$ cat src/psw_defines.svh
`ifndef PSW_DEFINES_SVH
`define PSW_DEFINES_SVH
// ----------------------------------------
// status word bit positions
// ----------------------------------------
`define PSW_BIT_CY   4'd0
`define PSW_BIT_P    4'd2
`define PSW_BIT_AC   4'd4
`define PSW_BIT_Z    4'd6
`define PSW_BIT_S    4'd7
`define PSW_BIT_BRK  4'd8
`define PSW_BIT_IE   4'd9
`define PSW_BIT_DIR  4'd10
`define PSW_BIT_V    4'd11
`define PSW_BIT_MD   4'd15
// ----------------------------------------
// constant bits and reset values
// ----------------------------------------
`define PSW_ONES_MASK   16'h7002
`define PSW_FLAG_MASK   16'h8fd5
`define PSW_RESET_VAL   16'hf002
`define PSW_SS_VECTOR   8'h01
`endif

$ cat src/psw_pkg.sv
package psw_pkg;
   // ----------------------------------------
   // flag update classes
   // ----------------------------------------
   typedef enum logic [3:0] {
      PSW_OP_NONE,
      PSW_OP_ADDSUB,
      PSW_OP_LOGIC,
      PSW_OP_MUL,
      PSW_OP_MULIMM,
      PSW_OP_DIV,
      PSW_OP_SHL,
      PSW_OP_SHR
   } psw_op_t;
   // ----------------------------------------
   // control/status word sources
   // ----------------------------------------
   typedef enum logic [3:0] {
      PSW_CT_NONE,
      PSW_CT_SET_IE,
      PSW_CT_CLR_IE,
      PSW_CT_SET_DIR,
      PSW_CT_CLR_DIR,
      PSW_CT_CMC,
      PSW_CT_SET_CY,
      PSW_CT_CLR_CY,
      PSW_CT_LOAD_AH,
      PSW_CT_POP,
      PSW_CT_INTERRUPT_RETURN_INSTR,
      PSW_CT_RETURN_FROM_EMULATION_INSTR,
      PSW_CT_BREAK_TO_EMULATION_INSTR,
      PSW_CT_NATIVE_CALL_INSTR,
      PSW_CT_INT_ACK
   } psw_ctl_t;
endpackage

$ cat src/psw_if.sv
`timescale 1ns/100ps
`default_nettype none
// ----------------------------------------
// flag result carrier from evaluator
// ----------------------------------------
interface psw_if;
   logic [15:0] res;   // operation result
   logic        wide;  // word result
   logic        cy;
   logic        p;
   logic        ac;
   logic        z;
   logic        s;
   logic        v;
   logic [5:0]  upd;   // cy,p,ac,z,s,v update enables
   modport eval (input res, input wide, output cy, output p, output ac, output z, output s, output v, output upd);
   modport core (output res, output wide, input cy, input p, input ac, input z, input s, input v, input upd);
endinterface
`default_nettype wire

$ cat src/psw_flag_eval.sv
`timescale 1ns/100ps
`default_nettype none
// ----------------------------------------
// combinational arithmetic flag evaluator
// ----------------------------------------
module psw_flag_eval
(
   psw_if.eval              fi,
   input  wire psw_pkg::psw_op_t op,
   input  wire logic [15:0] opa,
   input  wire logic [15:0] opb,
   input  wire logic        sub,
   input  wire logic        cin,
   input  wire logic        sgn,
   input  wire logic [31:0] prod,
   input  wire logic        shout
);
   // ----------------------------------------
   // adder with per-bit carries
   // ----------------------------------------
   wire [15:0] b_eff   = sub ? ~opb : opb;
   wire        c0      = sub ? ~cin : cin;
   wire [16:0] sum     = {1'b0, opa} + {1'b0, b_eff} + {16'h0000, c0};
   wire [15:0] cvec    = opa ^ b_eff ^ sum[15:0];    // carry into each bit
   wire        co7     = sum[8] ^ opa[8] ^ b_eff[8]; // carry out of bit 7
   wire        co15    = sum[16];
   wire        w       = fi.wide;
   wire [15:0] r       = fi.res;
   // borrow is inverted carry when subtracting
   wire        cy_add  = (w ? co15 : co7) ^ sub;
   wire        v_add   = w ? (co15 ^ cvec[15]) : (co7 ^ cvec[7]);
   wire        ac_add  = cvec[4] ^ sub;
   // ----------------------------------------
   // multiply overflow test
   // ----------------------------------------
   wire        hi_zero = w ? (prod[31:16] == 16'h0000) : (prod[15:8] == 8'h00);
   wire        hi_sext = w ? (prod[31:16] == {16{prod[15]}}) : (prod[15:8] == {8{prod[7]}});
   wire        mul_ov  = sgn ? ~hi_sext : ~hi_zero;
   wire        imm_ov  = prod[31:16] != {16{prod[15]}};
   wire        msb     = w ? r[15] : r[7];
   wire        msb2    = w ? r[14] : r[6];
   // ----------------------------------------
   // flag values and update enables
   // ----------------------------------------
   assign fi.p  = ~^r[7:0];
   assign fi.z  = w ? (r == 16'h0000) : (r[7:0] == 8'h00);
   assign fi.s  = msb;
   assign fi.ac = ac_add;
   always_comb
   begin
      fi.cy  = 1'b0;
      fi.v   = 1'b0;
      fi.upd = 6'b000000;
      case (op)
         psw_pkg::PSW_OP_ADDSUB:
         begin
            fi.cy  = cy_add;
            fi.v   = v_add;
            fi.upd = 6'b111111;
         end
         psw_pkg::PSW_OP_LOGIC:
         begin
            fi.cy  = 1'b0;
            fi.v   = 1'b0;
            fi.upd = 6'b110111;   // ac kept
         end
         psw_pkg::PSW_OP_MUL:
         begin
            fi.cy  = mul_ov;
            fi.v   = mul_ov;
            fi.upd = 6'b100001;   // p,ac,z,s kept
         end
         psw_pkg::PSW_OP_MULIMM:
         begin
            fi.cy  = imm_ov;
            fi.v   = imm_ov;
            fi.upd = 6'b100001;
         end
         psw_pkg::PSW_OP_DIV:
         begin
            fi.v   = 1'b0;
            fi.upd = 6'b000001;   // cy,p,ac,z,s kept
         end
         psw_pkg::PSW_OP_SHL:
         begin
            fi.cy  = shout;
            fi.v   = shout ^ msb;
            fi.upd = 6'b110111;
         end
         psw_pkg::PSW_OP_SHR:
         begin
            fi.cy  = shout;
            fi.v   = msb ^ msb2;
            fi.upd = 6'b110111;
         end
         default:
         begin
            fi.upd = 6'b000000;
         end
      endcase
   end
endmodule // psw_flag_eval
`default_nettype wire

$ cat src/psw_core.sv
`timescale 1ns/100ps
`default_nettype none
`include "psw_defines.svh"
module psw_core
#(
   parameter bit HAS_MODE = 1'b1  // variant carries the mode flag
)
(
   input  wire logic                clk,
   input  wire logic                rstn,
   input  wire psw_pkg::psw_op_t    op,
   input  wire logic                wide,
   input  wire logic [15:0]         res,
   input  wire logic [15:0]         opa,
   input  wire logic [15:0]         opb,
   input  wire logic                sub,
   input  wire logic                use_cin,
   input  wire logic                sgn,
   input  wire logic [31:0]         prod,
   input  wire logic                shout,
   input  wire psw_pkg::psw_ctl_t   ctl,
   input  wire logic [7:0]          accumulator_high_byte,
   input  wire logic [15:0]         stack_word,
   input  wire logic                insn_done,
   input  wire logic                irq_in,
   output logic [15:0]              processor_status_word,
   output logic                     mode_write_protect,
   output logic                     irq_accept,
   output logic                     step_trap_req,
   output logic [7:0]               step_trap_vector,
   output logic                     addr_step_down,
   output logic                     native_mode
);
   // ----------------------------------------
   // flag evaluator
   // ----------------------------------------
   psw_if fi ();
   assign fi.res  = res;
   assign fi.wide = wide;

   logic [15:0] psw_q;   // stored flags
   logic [15:0] psw_d;
   logic        wp_q;    // mode write protect
   logic        wp_d;

   psw_flag_eval u_eval
   (
      .fi    (fi),
      .op    (op),
      .opa   (opa),
      .opb   (opb),
      .sub   (sub),
      .cin   (use_cin & psw_q[`PSW_BIT_CY]),
      .sgn   (sgn),
      .prod  (prod),
      .shout (shout)
   );

   // ----------------------------------------
   // word formatting helper
   // ----------------------------------------
   // forces the constant bits; used for stored and shown word
   function automatic logic [15:0] psw_fmt(input logic [15:0] v);
      logic [15:0] t;
      t = (v & `PSW_FLAG_MASK) | `PSW_ONES_MASK;
      if (!HAS_MODE)
         t[`PSW_BIT_MD] = 1'b1;
      return t;
   endfunction

   // ----------------------------------------
   // arithmetic flag merge
   // ----------------------------------------
   logic [15:0] arith;
   always_comb
   begin
      arith = psw_q;
      if (fi.upd[5]) arith[`PSW_BIT_CY] = fi.cy;
      if (fi.upd[4]) arith[`PSW_BIT_P]  = fi.p;
      if (fi.upd[3]) arith[`PSW_BIT_AC] = fi.ac;
      if (fi.upd[2]) arith[`PSW_BIT_Z]  = fi.z;
      if (fi.upd[1]) arith[`PSW_BIT_S]  = fi.s;
      if (fi.upd[0]) arith[`PSW_BIT_V]  = fi.v;
   end

   // stacked word with mode held while protected
   wire [15:0] reload = {(wp_q ? psw_q[`PSW_BIT_MD] : stack_word[15]), stack_word[14:0]};

   // ----------------------------------------
   // control actions, take precedence over arithmetic
   // ----------------------------------------
   always_comb
   begin
      psw_d = arith;
      wp_d  = wp_q;
      case (ctl)
         psw_pkg::PSW_CT_SET_IE:  psw_d[`PSW_BIT_IE]  = 1'b1;
         psw_pkg::PSW_CT_CLR_IE:  psw_d[`PSW_BIT_IE]  = 1'b0;
         psw_pkg::PSW_CT_SET_DIR: psw_d[`PSW_BIT_DIR] = 1'b1;
         psw_pkg::PSW_CT_CLR_DIR: psw_d[`PSW_BIT_DIR] = 1'b0;
         psw_pkg::PSW_CT_CMC:     psw_d[`PSW_BIT_CY]  = ~psw_q[`PSW_BIT_CY];
         psw_pkg::PSW_CT_SET_CY:  psw_d[`PSW_BIT_CY]  = 1'b1;
         psw_pkg::PSW_CT_CLR_CY:  psw_d[`PSW_BIT_CY]  = 1'b0;
         psw_pkg::PSW_CT_LOAD_AH:
         begin
            // low byte only; overflow and above untouched
            psw_d[7:0] = accumulator_high_byte;
         end
         psw_pkg::PSW_CT_POP:     psw_d = reload;
         psw_pkg::PSW_CT_INTERRUPT_RETURN_INSTR:    psw_d = reload;
         psw_pkg::PSW_CT_RETURN_FROM_EMULATION_INSTR:
         begin
            // reload then return to native and lock mode
            psw_d               = stack_word;
            psw_d[`PSW_BIT_MD]  = 1'b1;
            wp_d                = 1'b1;
         end
         psw_pkg::PSW_CT_BREAK_TO_EMULATION_INSTR:
         begin
            psw_d[`PSW_BIT_MD]  = 1'b0;
            wp_d                = 1'b0;
         end
         psw_pkg::PSW_CT_NATIVE_CALL_INSTR:   psw_d[`PSW_BIT_MD]  = 1'b1;
         psw_pkg::PSW_CT_INT_ACK:
         begin
            // old word already on processor_status_word for the push
            psw_d[`PSW_BIT_IE]  = 1'b0;
            psw_d[`PSW_BIT_BRK] = 1'b0;
         end
         default:
         begin
            psw_d = arith;
         end
      endcase
      psw_d = psw_fmt(psw_d);
   end

   // ----------------------------------------
   // status word and protect state
   // ----------------------------------------
   always_ff @(posedge clk or negedge rstn)
   begin
      if (!rstn)
      begin
         psw_q <= `PSW_RESET_VAL;
         wp_q  <= 1'b1;
      end
      else
      begin
         psw_q <= psw_d;
         wp_q  <= wp_d;
      end
   end

   // ----------------------------------------
   // control outputs, registered
   // ----------------------------------------
   // irq input is same-domain core logic, so not synchronised
   wire irq_ok   = irq_in & psw_q[`PSW_BIT_IE] & (ctl != psw_pkg::PSW_CT_INT_ACK);
   wire trap_now = insn_done & psw_q[`PSW_BIT_BRK];

   always_ff @(posedge clk or negedge rstn)
   begin
      if (!rstn)
      begin
         processor_status_word <= `PSW_RESET_VAL;
         mode_write_protect    <= 1'b1;
         irq_accept            <= 1'b0;
         step_trap_req         <= 1'b0;
         step_trap_vector      <= 8'h00;
         addr_step_down        <= 1'b0;
         native_mode           <= 1'b1;
      end
      else
      begin
         processor_status_word <= psw_d;
         mode_write_protect    <= wp_d;
         irq_accept            <= irq_ok;
         step_trap_req         <= trap_now;
         step_trap_vector      <= `PSW_SS_VECTOR;
         addr_step_down        <= psw_d[`PSW_BIT_DIR];
         native_mode           <= psw_d[`PSW_BIT_MD];
      end
   end
endmodule // psw_core
`default_nettype wire

$ cat config.mk
export PLATFORM = sky130hd
export DESIGN_NAME = psw_core
export DESIGN_NICKNAME = d
export VERILOG_FILES = /design/src/psw_pkg.sv /design/src/psw_if.sv /design/src/psw_flag_eval.sv /design/src/psw_core.sv
export VERILOG_INCLUDE_DIRS = /design/src
export SDC_FILE = /design/constraint.sdc
export NUM_CORES = 1
export LEC_CHECK = 0
export ABC_AREA = 1
export BUFFER_PORTS_ARGS = -buffer_cell sky130_fd_sc_hd__buf_2
export CAP_MARGIN = 25
export CORE_ASPECT_RATIO = 1.75
export CORE_MARGIN = 2
export CORE_UTILIZATION = 38
export DETAILED_ROUTE_END_ITERATION = 8
export GPL_TIMING_DRIVEN = 0
export PLACE_DENSITY = 0.79
export SLEW_MARGIN = 20
export SYNTH_ARGS = -nofsm -noshare
export SYNTH_HDL_FRONTEND = slang
export SYNTH_SLANG_ARGS = --single-unit
$ cat constraint.sdc
create_clock -name clk -period 1.5 [get_ports clk]
set_input_delay 0.225 -clock clk [delete_from_list [all_inputs] [get_ports clk]]
set_output_delay 0.225 -clock clk [all_outputs]
set_load 0.02 [all_outputs]
==> impl_metrics.ini <==
[placement]
placedCellCount = 512
dp_hpwl_um = 4930
io_buffers = 120
globalplace.congestion = 0.755
dp_slack_ns = -0.840

[floorplanning]
initial_core_util_pct = 39.3
die_x_um = 59.7
core.rowCount = 35
core_area_um2 = 5260
die_area_um2 = 6070
io_pins = 150
dieHeight_um = 102

[cells_and_area]
syn_to_final_growth_pct = 46.0
fin_cells = 522
final_cell_mix = 119 x buf_2, 67 x nand2_1, 36 x inv_1, 33 x nor2_1, 21 x nand3_1
layout_commonest_cell = buf_2
n_antenna_cell = 0
fin_util_pct = 57.4
drive_above_1_share_pct = 37.7
nNetsFinal = 609

[setup_path]
worst_path_largest_cell_delay_ns = 0.33
arrival_ns = 2.09
cp_common_cell = nand2_1
crit_required_ns = 1.63
critPathSlowestCell = ha_1
worstPathMaxFanout = 5
startpoint_type = input pin
crit_chain = buf_8 > buf_12 > buf_6 > xor2_1 > ha_1 > nand2_1 > inv_2 > nand3_2 > inv_2 > nand4_1 > nor2_1 > nand2_2 > nand2_2 > nand2_1 > nand2_1 > nand2_1 > nand3_1 > nand2_1 > nand2_1 > nand2_1
path_class = in2reg
endpoint_kind = flop

[routing]
antenna_left = 0
drc = 0
dr.pass1.iters = 4
wirelength_um = 5920
wl_per_cell_um = 11.3
drtIter0Drc = 58
vias_per_cell = 4.88
route.vias.total = 2545

[yosys]
synthArstFlopShare_pct = 100
ys_ff_latch = 14
yosysWarnings = 0
synth_ff_type = dfrtp_1
seq_area_frac_synth_pct = 17.1
ys_types = 35
syn_area_um2 = 2070
synth_edf_count = 0
syn_avg_cell_area_um2 = 6.36
syn_inst = 325

[timing]
fin_skew_ns = 0.000607
hold_viol = 0
fmax_mhz = 512
min_period_ns = 1.95
finalSetupViolCount = 3
slew_viol_final = 0
tns_ns = -1.12
layout_setup_ws_ns = -0.453
fin_crit_sh_pct = 130
rsz0062_at_grt = yes

[power]
p_leak_uw = 0.00173
p_per_area_nw_per_um2 = 651
ir_drop_mv = 0.559
sw_frac_of_total_pct = 40.3
internal-power_uw = 1170
switchingPower_uw = 791
seq_power_share_pct = 25.2
pwr-share-clk_pct = 18.7
pwr-share-comb_pct = 56.1

[clocking]
cts_htree_levels = 1
clk_pin_slew_ns = 0.06
clock-sinks = 14
cts_tree = built
clock_latency_ns = 0.24
clockBufferDepth = 2
numCtsBuffers = 3
root_buffer = clkbuf_8

[grt]
grt_antenna_before_repair = 0
grt_start_max_net_pins = 15
grt.total_usage_pct = 19.5
first_global_vias = 2410
grt-ovfl-total = 0
grt_pass1_wl_um = 9470

[worst_hold_path]
hp-class = in2reg

[outcome]
violations = setup timing
status = finished, violations left

[job]
drv_cap = 0
[metrics by stage]
stage | hold WS [ns] | total power (uW) | cell area [um^2]
floorplan | -0.0706 | 1160 | 2130
global placement | 0.133 | 1490 | 2800
detailed placement | 0.140 | 1510 | 2800
CTS | 0.164 | 1970 | 3010
global route | 0.198 | 2120 | 3020
finish | 0.163 | 1960 | 3020
[cell usage after synthesis (3+ instances only)]
cell type | n | share of area, %
nand2_1 | 75 | 14
a41oi_1 | 5 | 2.1
dfrtp_1 | 12 | 15
ha_1 | 20 | 12
nor3_1 | 6 | 1.5
buf_4 | 15 | 5.5
nand3b_1 | 3 | 1.1
nor4_1 | 6 | 1.8
o21ai_0 | 11 | 2.7
nand3_1 | 22 | 5.3
xor2_1 | 19 | 8.1
inv_1 | 38 | 6.9
a21oi_1 | 21 | 5.1
nor2_1 | 33 | 6.0
nand4_1 | 6 | 1.8
inv_2 | 7 | 1.3
[power by group through the flow]
stage               Sequential [uW]  Combinational [uW]  Clock [uW]
CTS                             496                1100         375
global route                    504                1230         388
finish                          496                1100         367
floorplan                       578                 586           0
detailed placement              501                1010           0
global placement                501                 987           0
[area by class of cell]
class,instances,area (um^2)
multi-input combinational,259,1500
sequential,14,353
inverter,45,169
fill,529,2240
tap,55,68.8
buffer,19,160
timing repair buffer,126,711
clock buffer,4,55.1
[timing repair]
item	4_1_cts	5_1_grt
pin swaps	21	8
cloned	2	0
endpoints found under the hold margin	12	0
buffers inserted	3	0
resized for setup	22	2
setup endpoints to repair	3	3
hold buffers	1	0
[critical path: cells and delay by family]
kind	cells	cell delay, ns
adders and majority gates	1	0.33
xor gates and xnor gates	1	0.14
buffers and inverters	5	0.47
and+or+nand+nor	13	0.92
[per-layer routing]
metal,track usage [%],share of wire (%),vias up
met2,41.0,58,83
met4,4.96,1.5,0
met5,0,0,-
met3,1.79,5.2,9
met1,18.6,35,1125
li1,-,-,1328
[final timing paths]
| check | slack [ns] | from | endpoint | cells past startpoint |
|---|---|---|---|---|
| setup / recovery | -0.45 | sub | processor_status_word[11] | 20 |
| hold / removal | 0.16 | insn_done | step_trap_req | 3 |
| setup reg to reg | -0.26 | processor_status_word[0] | processor_status_word[0] | 19 |
| hold reg to reg | 0.49 | processor_status_word[4] | processor_status_word[4] | 1 |
| max in group asynchronous | 0.80 | rstn | asynchronous set/reset pin | 2 |
| min in group asynchronous | 0.41 | rstn | irq_accept | 2 |
[cells by family (layout without fill, tap and decap cells)]
family,after synthesis,count (layout),share of synthesized area [%]
and+or+nand+nor,156,156,32.8
buffers and inverters,64,194,14.8
AOI/OAI and AO/OA,47,47,13.1
xor gates and xnor gates,22,22,9.69
adders and majority gates,20,20,12.1
DFF,14,14,17.1
other,2,14,0.364
No activity file was read; power rests on OpenSTA's default activity.
